`src/rtl/bwcfg_pkg.sv`:
```
`default_nettype none

package bwcfg_pkg;

  // ----------------------------------------------------------------
  // Register indices (byte address is four times the index)
  // ----------------------------------------------------------------
  localparam logic [9:0] IDX_START = 10'h024;
  localparam logic [9:0] IDX_END = 10'h026;
  localparam logic [9:0] IDX_START_HIGH = 10'h028;
  localparam logic [9:0] IDX_END_HIGH = 10'h02c;
  localparam logic [9:0] IDX_IO_START_HIGH = 10'h030;
  localparam logic [9:0] IDX_IO_END_HIGH = 10'h032;
  localparam logic [9:0] IDX_CAP_HEAD = 10'h034;
  localparam logic [9:0] IDX_OPTION_ROM = 10'h038;
  localparam logic [9:0] IDX_IRQ_ROUTING = 10'h03c;
  localparam logic [9:0] IDX_WRITE_LOCK = 10'h040;
  localparam logic [9:0] IDX_STATUS = 10'h041;

  // ----------------------------------------------------------------
  // Field positions
  // ----------------------------------------------------------------
  localparam int CAP_BIT = 0;
  localparam int WIN_LSB = 4;
  localparam int WIN_MSB = 15;
  localparam int LOCK_OPEN_BIT = 0;
  localparam int STAT_HIT_BIT = 0;
  localparam int STAT_CAP_BIT = 1;
  localparam int STAT_IO_WIDTH_CAPABILITY_BIT = 2;

  // ----------------------------------------------------------------
  // Values after reset
  // ----------------------------------------------------------------
  localparam logic RST_CAP = 1'h1;
  localparam logic [11:0] RST_START = 12'hfff;
  localparam logic [11:0] RST_END = 12'h000;
  localparam logic [31:0] RST_START_HIGH = 32'hffffffff;
  localparam logic [31:0] RST_END_HIGH = 32'h00000000;
  localparam logic [15:0] RST_IO_START_HIGH = 16'hffff;
  localparam logic [15:0] RST_IO_END_HIGH = 16'h0000;
  localparam logic [7:0] RST_CAP_HEAD = 8'h40;
  localparam logic [7:0] RST_IRQ_ROUTING = 8'h00;
  localparam logic RST_LOCK_OPEN = 1'h0;

  // ----------------------------------------------------------------
  // Window composition and bus codes
  // ----------------------------------------------------------------
  localparam logic [19:0] WIN_LOW_ZERO = 20'h00000;
  localparam logic [19:0] WIN_LOW_ONES = 20'hfffff;
  localparam logic [2:0] HSIZE_WORD = 3'h2;

endpackage

`default_nettype wire

```
`src/rtl/bwcfg_window_match.sv`:
```
`timescale 1ns/1ns
`default_nettype none

module bwcfg_window_match (
  // Address under test
  input wire logic [63:0] addr,
  // Window registers
  input wire logic prefetch_width_capability,
  input wire logic [11:0] start_field,
  input wire logic [11:0] end_field,
  input wire logic [31:0] start_high,
  input wire logic [31:0] end_high,
  // Result
  output logic in_window
);

  // ----------------------------------------------------------------
  // Composed bounds
  // ----------------------------------------------------------------
  wire logic [31:0] eff_start_high;
  wire logic [31:0] eff_end_high;
  wire logic [63:0] base;
  wire logic [63:0] limit;

  assign eff_start_high = prefetch_width_capability ? start_high : 32'h00000000;
  assign eff_end_high = prefetch_width_capability ? end_high : 32'h00000000;
  assign base = {eff_start_high, start_field, bwcfg_pkg::WIN_LOW_ZERO};
  assign limit = {eff_end_high, end_field, bwcfg_pkg::WIN_LOW_ONES};
  // Base above limit gives an empty window, as software expects
  assign in_window = (addr >= base) && (addr <= limit);

endmodule

`default_nettype wire

```
`src/rtl/bwcfg_regs.sv`:
```
`timescale 1ns/1ns
`default_nettype none

module bwcfg_regs (
  // Clock and reset
  input wire logic sys_clk,
  input wire logic srst,
  // AHB-Lite slave
  input wire logic hsel,
  input wire logic [31:0] haddr,
  input wire logic [1:0] htrans,
  input wire logic hwrite,
  input wire logic [2:0] hsize,
  input wire logic hready,
  input wire logic [31:0] hwdata,
  output logic hreadyout,
  output logic hresp,
  output logic [31:0] hrdata,
  // I/O width capability from the I/O base register
  input wire logic io_width_capability,
  // Forwarding lookup
  input wire logic txn_valid,
  input wire logic [63:0] txn_addr,
  output logic pref_hit_valid,
  output logic pref_hit,
  // I/O window high halves for the forwarding logic
  output logic [15:0] io_start_high,
  output logic [15:0] io_end_high
);

  // ----------------------------------------------------------------
  // Storage
  // ----------------------------------------------------------------
  logic prefetch_width_capability;
  logic [11:0] start_field;
  logic [11:0] end_field;
  logic [31:0] start_high;
  logic [31:0] end_high;
  logic [15:0] io_start_high_store;
  logic [15:0] io_end_high_store;
  logic [7:0] capability_list_head;
  logic [7:0] irq_routing_byte;
  logic lock_open;
  logic last_hit;

  // Bus pipeline state
  logic wr_pend;
  logic rd_pend;
  logic rd_done;
  logic [9:0] wr_idx;
  logic [9:0] rd_idx;

  // ----------------------------------------------------------------
  // Address decode
  // ----------------------------------------------------------------
  function automatic logic hits(input logic [9:0] idx, input logic [9:0] target);
    hits = (idx == target);
  endfunction

  wire logic accept;
  wire logic [9:0] addr_idx;
  wire logic we_start;
  wire logic we_end;
  wire logic we_start_high;
  wire logic we_end_high;
  wire logic we_io_start_high;
  wire logic we_io_end_high;
  wire logic we_cap_head;
  wire logic we_irq;
  wire logic we_lock;

  assign accept = hsel && htrans[1] && hready;
  // Upper address bits are not decoded, so the map aliases every 4 KB
  assign addr_idx = haddr[11:2];
  assign we_start = wr_pend && hits(wr_idx, bwcfg_pkg::IDX_START);
  assign we_end = wr_pend && hits(wr_idx, bwcfg_pkg::IDX_END);
  assign we_start_high = wr_pend && hits(wr_idx, bwcfg_pkg::IDX_START_HIGH);
  assign we_end_high = wr_pend && hits(wr_idx, bwcfg_pkg::IDX_END_HIGH);
  assign we_io_start_high = wr_pend && hits(wr_idx, bwcfg_pkg::IDX_IO_START_HIGH);
  assign we_io_end_high = wr_pend && hits(wr_idx, bwcfg_pkg::IDX_IO_END_HIGH);
  assign we_cap_head = wr_pend && hits(wr_idx, bwcfg_pkg::IDX_CAP_HEAD);
  assign we_irq = wr_pend && hits(wr_idx, bwcfg_pkg::IDX_IRQ_ROUTING);
  assign we_lock = wr_pend && hits(wr_idx, bwcfg_pkg::IDX_WRITE_LOCK);

  // ----------------------------------------------------------------
  // Effective values and read selection
  // ----------------------------------------------------------------
  wire logic [31:0] eff_start_high;
  wire logic [31:0] eff_end_high;
  wire logic [15:0] eff_io_start_high;
  wire logic [15:0] eff_io_end_high;
  wire logic [31:0] rd_start;
  wire logic [31:0] rd_end;
  wire logic [31:0] rd_status;
  wire logic [31:0] rd_value;

  assign eff_start_high = prefetch_width_capability ? start_high : 32'h00000000;
  assign eff_end_high = prefetch_width_capability ? end_high : 32'h00000000;
  assign eff_io_start_high = io_width_capability ? io_start_high_store : 16'h0000;
  assign eff_io_end_high = io_width_capability ? io_end_high_store : 16'h0000;
  assign rd_start = {16'h0000, start_field, 3'h0, prefetch_width_capability};
  assign rd_end = {16'h0000, end_field, 3'h0, prefetch_width_capability};
  assign rd_status = {29'h00000000, io_width_capability, prefetch_width_capability, last_hit};

  assign rd_value =
    hits(rd_idx, bwcfg_pkg::IDX_START) ? rd_start :
    hits(rd_idx, bwcfg_pkg::IDX_END) ? rd_end :
    hits(rd_idx, bwcfg_pkg::IDX_START_HIGH) ? eff_start_high :
    hits(rd_idx, bwcfg_pkg::IDX_END_HIGH) ? eff_end_high :
    hits(rd_idx, bwcfg_pkg::IDX_IO_START_HIGH) ? {16'h0000, eff_io_start_high} :
    hits(rd_idx, bwcfg_pkg::IDX_IO_END_HIGH) ? {16'h0000, eff_io_end_high} :
    hits(rd_idx, bwcfg_pkg::IDX_CAP_HEAD) ? {24'h000000, capability_list_head} :
    hits(rd_idx, bwcfg_pkg::IDX_IRQ_ROUTING) ? {24'h000000, irq_routing_byte} :
    hits(rd_idx, bwcfg_pkg::IDX_WRITE_LOCK) ? {31'h00000000, lock_open} :
    hits(rd_idx, bwcfg_pkg::IDX_STATUS) ? rd_status :
    32'h00000000;

  // ----------------------------------------------------------------
  // AHB-Lite pipeline
  // ----------------------------------------------------------------
  // Reads take one wait state so a write just before them is visible
  always_ff @(posedge sys_clk) begin
    if (srst) begin
      wr_pend <= 1'b0;
      rd_pend <= 1'b0;
      rd_done <= 1'b0;
      wr_idx <= 10'h000;
      rd_idx <= 10'h000;
      hreadyout <= 1'b1;
      hresp <= 1'b0;
      hrdata <= 32'h00000000;
    end else begin
      wr_pend <= accept && hwrite && (hsize == bwcfg_pkg::HSIZE_WORD);
      rd_pend <= accept && !hwrite;
      rd_done <= rd_pend;
      if (accept) begin
        wr_idx <= addr_idx;
        rd_idx <= addr_idx;
      end
      hreadyout <= !(accept && !hwrite);
      hresp <= 1'b0;
      if (rd_pend) begin
        hrdata <= rd_value;
      end
    end
  end

  // ----------------------------------------------------------------
  // Register writes
  // ----------------------------------------------------------------
  always_ff @(posedge sys_clk) begin
    if (srst) begin
      prefetch_width_capability <= bwcfg_pkg::RST_CAP;
      start_field <= bwcfg_pkg::RST_START;
      end_field <= bwcfg_pkg::RST_END;
      start_high <= bwcfg_pkg::RST_START_HIGH;
      end_high <= bwcfg_pkg::RST_END_HIGH;
      io_start_high_store <= bwcfg_pkg::RST_IO_START_HIGH;
      io_end_high_store <= bwcfg_pkg::RST_IO_END_HIGH;
      capability_list_head <= bwcfg_pkg::RST_CAP_HEAD;
      irq_routing_byte <= bwcfg_pkg::RST_IRQ_ROUTING;
      lock_open <= bwcfg_pkg::RST_LOCK_OPEN;
    end else begin
      if (we_start) begin
        start_field <= hwdata[bwcfg_pkg::WIN_MSB:bwcfg_pkg::WIN_LSB];
        if (lock_open) begin
          prefetch_width_capability <= hwdata[bwcfg_pkg::CAP_BIT];
        end
      end
      if (we_end) begin
        end_field <= hwdata[bwcfg_pkg::WIN_MSB:bwcfg_pkg::WIN_LSB];
      end
      if (we_start_high && prefetch_width_capability) begin
        start_high <= hwdata;
      end
      if (we_end_high && prefetch_width_capability) begin
        end_high <= hwdata;
      end
      if (we_io_start_high && io_width_capability) begin
        io_start_high_store <= hwdata[15:0];
      end
      if (we_io_end_high && io_width_capability) begin
        io_end_high_store <= hwdata[15:0];
      end
      if (we_cap_head && lock_open) begin
        capability_list_head <= hwdata[7:0];
      end
      if (we_irq) begin
        irq_routing_byte <= hwdata[7:0];
      end
      if (we_lock) begin
        lock_open <= hwdata[bwcfg_pkg::LOCK_OPEN_BIT];
      end
    end
  end

  // ----------------------------------------------------------------
  // Forwarding lookup
  // ----------------------------------------------------------------
  wire logic in_window;

  bwcfg_window_match u_match (
    .addr(txn_addr),
    .prefetch_width_capability(prefetch_width_capability),
    .start_field(start_field),
    .end_field(end_field),
    .start_high(start_high),
    .end_high(end_high),
    .in_window(in_window)
  );

  always_ff @(posedge sys_clk) begin
    if (srst) begin
      pref_hit_valid <= 1'b0;
      pref_hit <= 1'b0;
      last_hit <= 1'b0;
      io_start_high <= 16'h0000;
      io_end_high <= 16'h0000;
    end else begin
      pref_hit_valid <= txn_valid;
      pref_hit <= txn_valid && in_window;
      if (txn_valid) begin
        last_hit <= in_window;
      end
      io_start_high <= eff_io_start_high;
      io_end_high <= eff_io_end_high;
    end
  end

  // ----------------------------------------------------------------
  // Assertions
  // ----------------------------------------------------------------
  wire logic [63:0] chk_base;
  wire logic [63:0] chk_limit;

  assign chk_base = {eff_start_high, start_field, bwcfg_pkg::WIN_LOW_ZERO};
  assign chk_limit = {eff_end_high, end_field, bwcfg_pkg::WIN_LOW_ONES};
endmodule

`default_nettype wire

```
`config.mk`:
```
export PLATFORM = sky130hd
export DESIGN_NAME = bwcfg_regs
export DESIGN_NICKNAME = d
export VERILOG_FILES = /design/src/rtl/bwcfg_pkg.sv /design/src/rtl/bwcfg_window_match.sv /design/src/rtl/bwcfg_regs.sv
export SDC_FILE = /design/constraint.sdc
export NUM_CORES = 1
export LEC_CHECK = 0
export ABC_AREA = 1
export BUFFER_PORTS_ARGS = -buffer_cell sky130_fd_sc_hd__buf_2
export CAP_MARGIN = 20
export CELL_PAD_IN_SITES_DETAIL_PLACEMENT = 1
export CELL_PAD_IN_SITES_GLOBAL_PLACEMENT = 1
export CORE_MARGIN = 2
export CORE_UTILIZATION = 45
export CTS_BUF_LIST = sky130_fd_sc_hd__clkbuf_4 sky130_fd_sc_hd__clkbuf_8
export CTS_CLUSTER_DIAMETER = 80
export DETAILED_ROUTE_END_ITERATION = 7
export GPL_ROUTABILITY_DRIVEN = 1
export HOLD_SLACK_MARGIN = 0.06
export PLACE_DENSITY = 0.85
export SYNTH_ARGS = -nofsm -noshare
export SYNTH_HDL_FRONTEND = slang
export SYNTH_SLANG_ARGS = --single-unit
```
`constraint.sdc`:
```
create_clock -name sys_clk -period 3.9 [get_ports sys_clk]
set_clock_uncertainty 0.2 [all_clocks]
set_input_delay 0.975 -clock sys_clk [delete_from_list [all_inputs] [get_ports sys_clk]]
set_output_delay 0.975 -clock sys_clk [all_outputs]
set_load 0.05 [all_outputs]
```
Yosys cells after proc, flatten, opt, wreduce, memory -nomap -nowiden

Index checks and enable logic that the tools add are counted.
W data, S select, Z words.

Register bits after elaboration: 218
Input port bits: 140
Output and inout port bits: 68
Word-level logic and storage cells: 71

Magnitude comparators: 2
Equal/unequal tests: 11
Multiplexer cells: 14
Reduce and logical (&&, ||, !) cells: 24

Operators with widths:

| cell                  | number |
|---|---|
| $mux W32              | 6 |
| $eq A10 B6 Y1 const B | 8 |
| $ge A64 B64 Y1        | 1 |
| $le A64 B64 Y1        | 1 |
| $mux W16              | 4 |
| $logic_and A1 B1 Y1   | 21 |
| $eq A10 B7 Y1 const B | 2 |
| $mux W8               | 2 |
| $mux W3               | 2 |
| $eq A3 B2 Y1 const B  | 1 |
| $logic_not A1 Y1      | 2 |
| $reduce_and A2 Y1     | 1 |

Depth between registers and ports, before layout

Gate-level depths: netlist (run 1).

Depth in word-level cells: 11
Mapped depth: 15

By module

From an unflattened synthesis (run 1), not the netlist that was laid out.

Cells, all modules: 1565
Area, all modules: 11368.4 µm²

Modules (own cells, without submodules):

| module             | times used | cells an instance | area each (µm²) |
|---|---|---|---|
| bwcfg_regs         | 1          | 1115              | 8724.6 |
| bwcfg_window_match | 1          | 450               | 2643.8 |

Worst setup path before layout (run 1)

No wires, ideal clock.

Path type: in2reg
Start point: input port txn_addr[61]
End point: register last_hit
Arrival: 2.027 ns
Slack: 1.558 ns
Cell stages on the path: 10
Path through: ha_1 -> nand2_1 -> nor3_1 -> nand2_1 -> nor2_1 -> nand2_1 -> nand3_1 -> nand2_1 -> nand3_1 -> nand2_1

Cells in the longest elaborated chain, start to end: 2

RTL lines:

| item                                                    | line                     | source |
|---|---|---|
| start: declaration                                      | bwcfg_regs.sv:23         | `input wire logic [63:0] txn_addr,` |
| $ge A64 B64 Y1 / $le A64 B64 Y1 (equally long branches) | bwcfg_window_match.sv:30 | `assign in_window = (addr >= base) && (addr <= limit);` |
| $logic_and A1 B1 Y1 (*)                                 | bwcfg_window_match.sv:30 |  |
| end signal: assignment                                  | bwcfg_regs.sv:223        | `last_hit <= in_window;` |
| end: declaration                                        | bwcfg_regs.sv:44         | `logic last_hit;` |

Mark *: on every way between the ends. The rest lies on a longest branch, timed or not.
A chain may end at the register's enable or synchronous reset.

Worst setup path in the final report (run 1)

Start point: register prefetch_width_capability
End point: register pref_hit

Cells in the longest elaborated chain, start to end: 4

RTL lines:

| item                                                    | line                                               | source |
|---|---|---|
| start: declaration                                      | bwcfg_regs.sv:34                                   | `logic prefetch_width_capability;` |
| start signal: assignment                                | bwcfg_regs.sv:153                                  | `prefetch_width_capability <= bwcfg_pkg::RST_CAP;` |
| start signal: assignment                                | bwcfg_regs.sv:167                                  | `prefetch_width_capability <= hwdata[bwcfg_pkg::CAP_BIT];` |
| $mux W32 (on tied branches)                             | bwcfg_window_match.sv:25, bwcfg_window_match.sv:26 |  |
| $ge A64 B64 Y1 / $le A64 B64 Y1 (equally long branches) | bwcfg_window_match.sv:30                           |  |
| $logic_and A1 B1 Y1 (*)                                 | bwcfg_window_match.sv:30                           |  |
| $logic_and A1 B1 Y1 (*)                                 | bwcfg_regs.sv:221                                  | `pref_hit <= txn_valid && in_window;` |
| end signal: assignment                                  | bwcfg_regs.sv:221                                  |  |
| end: declaration                                        | bwcfg_regs.sv:25                                   | `output logic pref_hit,` |

Marked as above.

==> metrics, run 1 <==
growth of design area from synthesis to finish 17.4%; Crit path arrival time between 3000 and 4000 ps; RSZ-0062 raised after global routing false; count of input and output buffers between 150 and 200; pin count of the biggest net entering global routing 74; top cell type by total area after synthesis sky130_fd_sc_hd__dfxtp_1; die width about 160 um; Clk network pwr share between 40% and 50%; synthesized area per cell roughly 7.5 um2; wl on met1 about 17 mm; Avg WL per Cell 19.5 um; number of nets at the end of the flow between 1500 and 2000; vias in the first global route 11800; number of DRC markers after the initial detailed-route iteration around 710; Hold WC Path Type flop to flop; count of cells along the worst hold path 2; number of buffers on the longest clock path 3; most common library cell in the layout ignoring fill and taps sky130_fd_sc_hd__nand2_1; switching power 1280 uW; Resize count post-CTS 0; Seq pwr share between 40% and 50%; Lkg Pwr between 0.006 and 0.007 uW; worst hold slack about 250 ps; element type at the critical path end flop; total number of vias around 11000; Power Internal roughly 3600 uW; Total Wirelength a little under 40 mm; Critical path origin prefetch_width_capability$_SDFFE_PP1P_; height of the die 162 um; TritonCTS Buffers 38; overall die area 26300 um2; standard cell area after detailed placement between 10000 and 15000 um2; post-route design area between 10000 and 15000 um2; dominant cells by area after synthesis sky130_fd_sc_hd__dfxtp_1 (39%), sky130_fd_sc_hd__nand2_1 (12%), sky130_fd_sc_hd__ha_1 (9.8%), sky130_fd_sc_hd__a21oi_1 (7.1%), sky130_fd_sc_hd__inv_1 (5.2%); std cell rows 57; # hold bufs at CTS 0; root buf cell sky130_fd_sc_hd__clkbuf_8; met2 WL about 19 mm; CP startpoint kind flop; net switching share of the total power 26.2%; count of distinct cell types in the synthesized netlist 48; run status finished clean; number of sinks on the clock net between 200 and 250; total overflow reported by the global router 0; reg-to-reg slack, setup ~830 ps; Vias/cell 5.61; fillcell total 3193; leading cell types in the layout, fill and taps excluded sky130_fd_sc_hd__nand2_1 (354), sky130_fd_sc_hd__dfxtp_1 (217), sky130_fd_sc_hd__buf_2 (183); first-pass GRT wire length 61.6 mm; cell area after technology mapping about 11000 um2; maximum level of the CTS H-tree 2; net count of the mapped netlist 1738; Hold Startpoint end_high[17]$_SDFFE_PP0P_; setup violation total in the final timing report 0; placer congestion estimate slightly above 0.9; CP Max Fanout 36; post-synthesis instance total roughly 1500; number of top-level pins between 200 and 250; Critical Setup Path Class flop to flop; drt drc 0; detailed-router iteration count before antenna repair 5; sequential-to-total area share from yosys stat a little under 40%; total of flip-flops plus latches after synthesis about 220; worst r2r src prefetch_width_capability$_SDFFE_PP1P_; portion of the clock cycle consumed by the worst path in the final layout between 70% and 80%; fraction of final layout cells with drive strength greater than 1 approximately a fifth; total power consumption of the routed design between 4000 and 5000 uW; power density of the placed cells between 300 and 400 nW/um2; global routing usage summed across all routing layers around 30%; final-report hold violation count 0; uppermost routed layer met4; number of cell instances on the worst register-to-register path 12; Initial Util around 46%; count of maximum capacitance violations 0; antenna violations before repair 3; Floorplan Core Area 24500 um2; Yosys warning total 0; final critical-path required period a little over 3000 ps; utilization of the core after routing about 54%; achievable frequency roughly 330 MHz; multi-input gate area in the final layout about 5900 um2; required time at the worst-slack endpoint about 4200 ps; total area of sequential cells around 4400 um2; share of the synthesized area in the top cell type 38.7%; clock edge transition at the registers on the reported setup and hold paths about 60 ps; DR WL met3 2.28 mm; Setup Fix Bufs, Post-CTS 0; max-slew violations 0; Slew HR roughly a third; worst ir drop on vdd 0.252 mV; detailed-placement wirelength estimate between 20 and 30 mm; accumulated negative setup slack 0 ps; TritonCTS clock tree done; clock latency of the later-clocked register in the worst-skew pair ~540 ps; Post-DRT Antenna Nets 0; combinational share of power 8.4%; Least-Margin Pin Slew between 900 and 1000 ps
## power by group through the flow
stage / logic [uW] / registers (uW) / clock network (uW)
finish: 411 / 2250 / 2220
global route: 449 / 2250 / 2350
CTS: 407 / 2250 / 2240
detailed placement: 403 / 2300 / 0
global placement: 388 / 2300 / 0
floorplan: 183 / 2340 / 0
## logic make-up (layout without fill, tap and decap cells)
kind of cell	count (synthesis)	count (layout)	synth area share, %
adder cells (fa/ha/maj)	88	88	9.77
other	1	3	0.0333
flip-flops	218	218	38.7
AO/OA/AOI/OAI	362	362	19.9
AND/OR/NAND/NOR	597	597	22.8
buffers and inverters	244	436	8.81
## worst paths after layout
check | end
worst min register to register | end_high[17]$_SDFFE_PP0P_
worst max register to register | pref_hit$_SDFF_PP0_
worst min-delay path | end_high[17]$_SDFFE_PP0P_
worst max-delay path | pref_hit$_SDFF_PP0_
## state kept, by name, indices dropped and copies added (netlist names)
name,cells
hrdata,32
start_field,12
rd_idx,10
last_hit,1
end_field,12
hreadyout,1
wr_pend,1
io_end_high_store,16
start_high,32
pref_hit,1
rd_pend,1
io_start_high,16
irq_routing_byte,8
lock_open,1
pref_hit_valid,1
io_end_high,16
io_start_high_store,16
capability_list_head,8
end_high,32
prefetch_width_capability,1
## per-stage QoR
stage | instances | setup WS [ps]
3_5_place_dp | 1958 | 888
2_1_floorplan | 1510 | 1560
3_3_place_gp | 1958 | 936
6_report | 2028 | 832
4_1_cts | 2026 | 836
5_1_grt | 2028 | 647
## cell usage after synthesis (all sizes together)
cell type  number
dfxtp         218
or2             4
and3            1
buf            34
clkbuf         43
a21o            1
a21oi         160
a21boi          1
o311ai          1
nor4b           1
clkinv          2
o21ai         112
o2111ai         2
nor2          101
nor3           16
o221ai          3
conb            1
o211ai         48
and2            1
nand3          83
nand2         364
nand3b          1
ha             88
nor3b           2
o32ai          17
o22ai           2
o21a            2
nand4          23
a211oi          7
inv           165
a221oi          4
o21bai          2
## metal layers
layer / vias to the layer above / track usage [%]
li1: 5397 / -
met4: 0 / 11.9
met5: - / 0
met3: 91 / 4.70
met2: 362 / 51.3
met1: 5525 / 36.8
## critical path: stages, from the launching register on
cell and delay (ps):
sky130_fd_sc_hd__dfxtp_2 740, sky130_fd_sc_hd__buf_12 280, sky130_fd_sc_hd__nand2_1 130, sky130_fd_sc_hd__ha_1 300, sky130_fd_sc_hd__nand2_1 60, sky130_fd_sc_hd__nor2_1 180
sky130_fd_sc_hd__and2_1 180, sky130_fd_sc_hd__nand4_1 130, sky130_fd_sc_hd__nor2_1 260, sky130_fd_sc_hd__nand4_1 220, sky130_fd_sc_hd__nand2_1 120, sky130_fd_sc_hd__nand3_1 110
sky130_fd_sc_hd__inv_1 80
## final cells by class
| class | instances | area share, % |
|---|---|---|
| Antenna cell | 2 | 0.0378 |
| Tap cell | 324 | 3.06 |
| Sequential cell | 218 | 33.0 |
| Clock buffer | 58 | 5.61 |
| Inverter | 167 | 4.78 |
| Timing Repair Buffer | 201 | 8.32 |
| Multi-Input combinational cell | 1048 | 44.7 |
| Clock inverter | 10 | 0.520 |
(Power assumes the default switching activity.)
==> run 2: changes to the inputs <==
--- a/config.mk
+++ b/config.mk
@@ -5,19 +5,19 @@
 export SDC_FILE = /design/constraint.sdc
 export NUM_CORES = 1
 export LEC_CHECK = 0
-export ABC_AREA = 1
+export ABC_AREA = 0
 export BUFFER_PORTS_ARGS = -buffer_cell sky130_fd_sc_hd__buf_2
 export CAP_MARGIN = 20
 export CELL_PAD_IN_SITES_DETAIL_PLACEMENT = 1
 export CELL_PAD_IN_SITES_GLOBAL_PLACEMENT = 1
 export CORE_MARGIN = 2
-export CORE_UTILIZATION = 45
+export CORE_UTILIZATION = 38
 export CTS_BUF_LIST = sky130_fd_sc_hd__clkbuf_4 sky130_fd_sc_hd__clkbuf_8
 export CTS_CLUSTER_DIAMETER = 80
 export DETAILED_ROUTE_END_ITERATION = 7
 export GPL_ROUTABILITY_DRIVEN = 1
 export HOLD_SLACK_MARGIN = 0.06
-export PLACE_DENSITY = 0.85
+export PLACE_DENSITY = 0.75
 export SYNTH_ARGS = -nofsm -noshare
 export SYNTH_HDL_FRONTEND = slang
 export SYNTH_SLANG_ARGS = --single-unit
==> constraint.sdc (replaced) <==
create_clock -name sys_clk -period 2.6 [get_ports sys_clk]
set_clock_uncertainty 0.2 [all_clocks]
set_input_delay 0.65 -clock sys_clk [delete_from_list [all_inputs] [get_ports sys_clk]]
set_output_delay 0.65 -clock sys_clk [all_outputs]
set_load 0.05 [all_outputs]
==> metrics, run 2 <==
fraction of final layout cells with drive strength greater than 1 27.1%; dominant cells by area after synthesis sky130_fd_sc_hd__dfxtp_1 (40%), sky130_fd_sc_hd__nand2_1 (10%), sky130_fd_sc_hd__ha_1 (10%), sky130_fd_sc_hd__a21oi_1 (6.3%), sky130_fd_sc_hd__nor2_1 (3.0%); total number of vias 10800; height of the die 173 um; number of top-level pins around 210; asr flop ratio synth 0%; number of DRC markers after the initial detailed-route iteration 630; Post-DRT Antenna Nets 0; Least-Margin Pin Slew 554 ps; count of maximum capacitance violations 0; count of distinct cell types in the synthesized netlist 61; number of cell instances on the worst register-to-register path 11; sequential-to-total area share from yosys stat roughly two fifths; achievable frequency around 380 MHz; net count of the mapped netlist roughly 1500; most numerous cell on the critical path sky130_fd_sc_hd__nand2_2; detailed-placement wirelength estimate 29.1 mm; post-place setup slack -322 ps; Floorplan Core Area between 20000 and 30000 um2; required time at the worst-slack endpoint 2870 ps; Hold WC Path Type primary input to flop; final critical-path required period between 2000 and 3000 ps; leading cell type by number of instances after synthesis sky130_fd_sc_hd__nand2_1; most common library cell in the layout ignoring fill and taps sky130_fd_sc_hd__nand2_1; pin count of the biggest net entering global routing 48; drt drc 0; CP startpoint kind flop; violations in the final reports setup timing; growth of design area from synthesis to finish 30.5%; count of input and output buffers around 180; top cell type by total area after synthesis sky130_fd_sc_hd__dfxtp_1; clock latency of the later-clocked register in the worst-skew pair approximately 550 ps; CP Max Fanout 5; Total Wirelength 40.3 mm; largest registers end_high: 32 flops, hrdata: 32 flops, start_high: 32 flops; Yosys warning total 0; worst ir drop on vdd about 0.36 mV; synthesized area per cell between 8 and 9 um2; number of buffers on the longest clock path 3; total power consumption of the routed design 7520 uW; Worst Setup Slack, final -63.2 ps; # hold bufs at CTS 0; placer congestion estimate ~0.84; Critical Setup Path Class flop to flop; first-pass GRT wire length about 61 mm; antenna violations before repair 5; power density of the placed cells ~530 nW/um2; std cell rows ~60; Lkg Pwr 0.00615 uW; cell area after technology mapping roughly 11000 um2; worst-path cell with the longest stage delay sky130_fd_sc_hd__or4_4; vias in the first global route 11200; Vias/cell 5.42; number of nets at the end of the flow 1809; max-slew violations 0; Slew HR between 60% and 70%; count of cells along the worst hold path 2; number of sinks on the clock net approximately 220; total of flip-flops plus latches after synthesis approximately 220; global routing usage summed across all routing layers roughly a quarter; setup violation total in the final timing report 2; total overflow reported by the global router 0; share of the synthesized area in the top cell type 40.2%; die width about 170 um; root buf cell sky130_fd_sc_hd__clkbuf_8; overall die area roughly 30000 um2; run status complete, but fails checks; TritonCTS Buffers 41; cell-by-cell listing of the critical path buf_12 -> buf_4 -> nand2_2 -> ha_4 -> nand2_2 -> nor4_4 -> nand2_2 -> or4_4 -> nor3_4 -> a21oi_2 -> o21ai_1; EDFF count, synth 0; maximum level of the CTS H-tree 2; commonest cells in the synthesized netlist sky130_fd_sc_hd__nand2_1 (302), sky130_fd_sc_hd__dfxtp_1 (218), sky130_fd_sc_hd__a21oi_1 (136), sky130_fd_sc_hd__ha_1 (88), sky130_fd_sc_hd__nor2_1 (87); TritonCTS clock tree done; final-report hold violation count 0; max incr delay on CP approximately 520 ps; leading cell types in the layout, fill and taps excluded sky130_fd_sc_hd__nand2_1 (291), sky130_fd_sc_hd__dfxtp_1 (215), sky130_fd_sc_hd__buf_2 (182); detailed-router iteration count before antenna repair 5; clock edge transition at the registers on the reported setup and hold paths approximately 60 ps; post-synthesis instance total 1319; Avg WL per Cell between 20 and 25 um; Initial Util around two fifths; portion of the clock cycle consumed by the worst path in the final layout 102%; element type at the critical path end flop; Crit path arrival time between 2000 and 3000 ps; RSZ-0062 raised after global routing true; predominant post-synthesis flop cell sky130_fd_sc_hd__dfxtp_1
## run 2: cell types whose count changed after synthesis, moves of 36 or more
cell,before,now
sky130_fd_sc_hd__nand2_1,354,302
sky130_fd_sc_hd__nand3_1,80,25
sky130_fd_sc_hd__o211ai_1,44,8
sky130_fd_sc_hd__inv_1,155,31
sky130_fd_sc_hd__a211o_1,0,36
sky130_fd_sc_hd__o21ai_0,102,19
sky130_fd_sc_hd__nor2b_1,0,36
## run 2: per-stage QoR
| step | cells | util (%) | setup TNS [ps] | area, um2 | hold slack [ps] |
|---|---|---|---|---|---|
| floorplan | 1319 | - | 0 | 10900 | 229 |
| global placement | 1899 | 45.7 | -800 | 12800 | 238 |
| detailed placement | 1899 | 45.7 | -1210 | 12800 | 252 |
| CTS | 1980 | 49.3 | -22.1 | 13800 | 78.9 |
| global route | 1990 | 50.7 | -648 | 14200 | 89.9 |
| finish | 1990 | 50.7 | -111 | 14200 | 105 |
## run 2: cell families after synthesis
family	synth area share (%)
adders and majority gates	10.2
DFF	40.2
AOI/OAI and AO/OA	16.9
muxes	2.31
other	0.0346
and+or+nand+nor	25.8
buffers and inverters	4.54
## run 2: routing by layer
metal | vias to the layer above | track usage, % | part of all wire, %
met5 | - | 0 | 0.14
met4 | 8 | 8.83 | 2.7
met3 | 84 | 5.12 | 5.5
met2 | 289 | 42.6 | 48
met1 | 5267 | 32.6 | 44
li1 | 5134 | - | -
## run 2: what timing repair did
action | CTS | global route
setup endpoints to repair | 3 | 52
pin swaps | 10 | 22
hold endpoints to repair | 0 | 0
setup buffers | 7 | 8
cloned | 1 | 1
gates resized for setup | 14 | 57
## run 2: path summary, 6_finish.rpt
path                                          startpoint                  endpoint  slack, ps
hold / removal                                    hwrite        rd_pend$_SDFF_PP0_        110
hold reg to reg                 end_high[1]$_SDFFE_PP0P_  end_high[1]$_SDFFE_PP0P_        270
setup reg to reg  prefetch_width_capability$_SDFFE_PP1P_     last_hit$_SDFFE_PP0P_        -60
setup / recovery  prefetch_width_capability$_SDFFE_PP1P_     last_hit$_SDFFE_PP0P_        -60
## run 2: final cells by class
cell class                 count  area (um2)
fill                        3435       13800
timing repair buffer         306        2050
multi-input combinational    982        6260
clock buffer                  62         791
antenna                        1        2.50
inverter                      32         120
sequential                   218        4370
tap                          378         473
clock inverter                11        83.8
## run 2: power breakdown
| part | internal, uW | leakage [uW] | total (uW) | switching (uW) |
|---|---|---|---|---|
| Combinational | 225 | 0.00391 | 582 | 357 |
| Sequential | 3360 | 0.00176 | 3370 | 10.8 |
| Clock | 2050 | 0.000474 | 3560 | 1520 |
## run 2: critical path: cells and delay by family (launching register included)
kind,cells,cell delay (ps)
simple gates,6,1260
flops,1,410
fa+ha+maj,1,280
buf+inv,2,250
compound gates,2,180
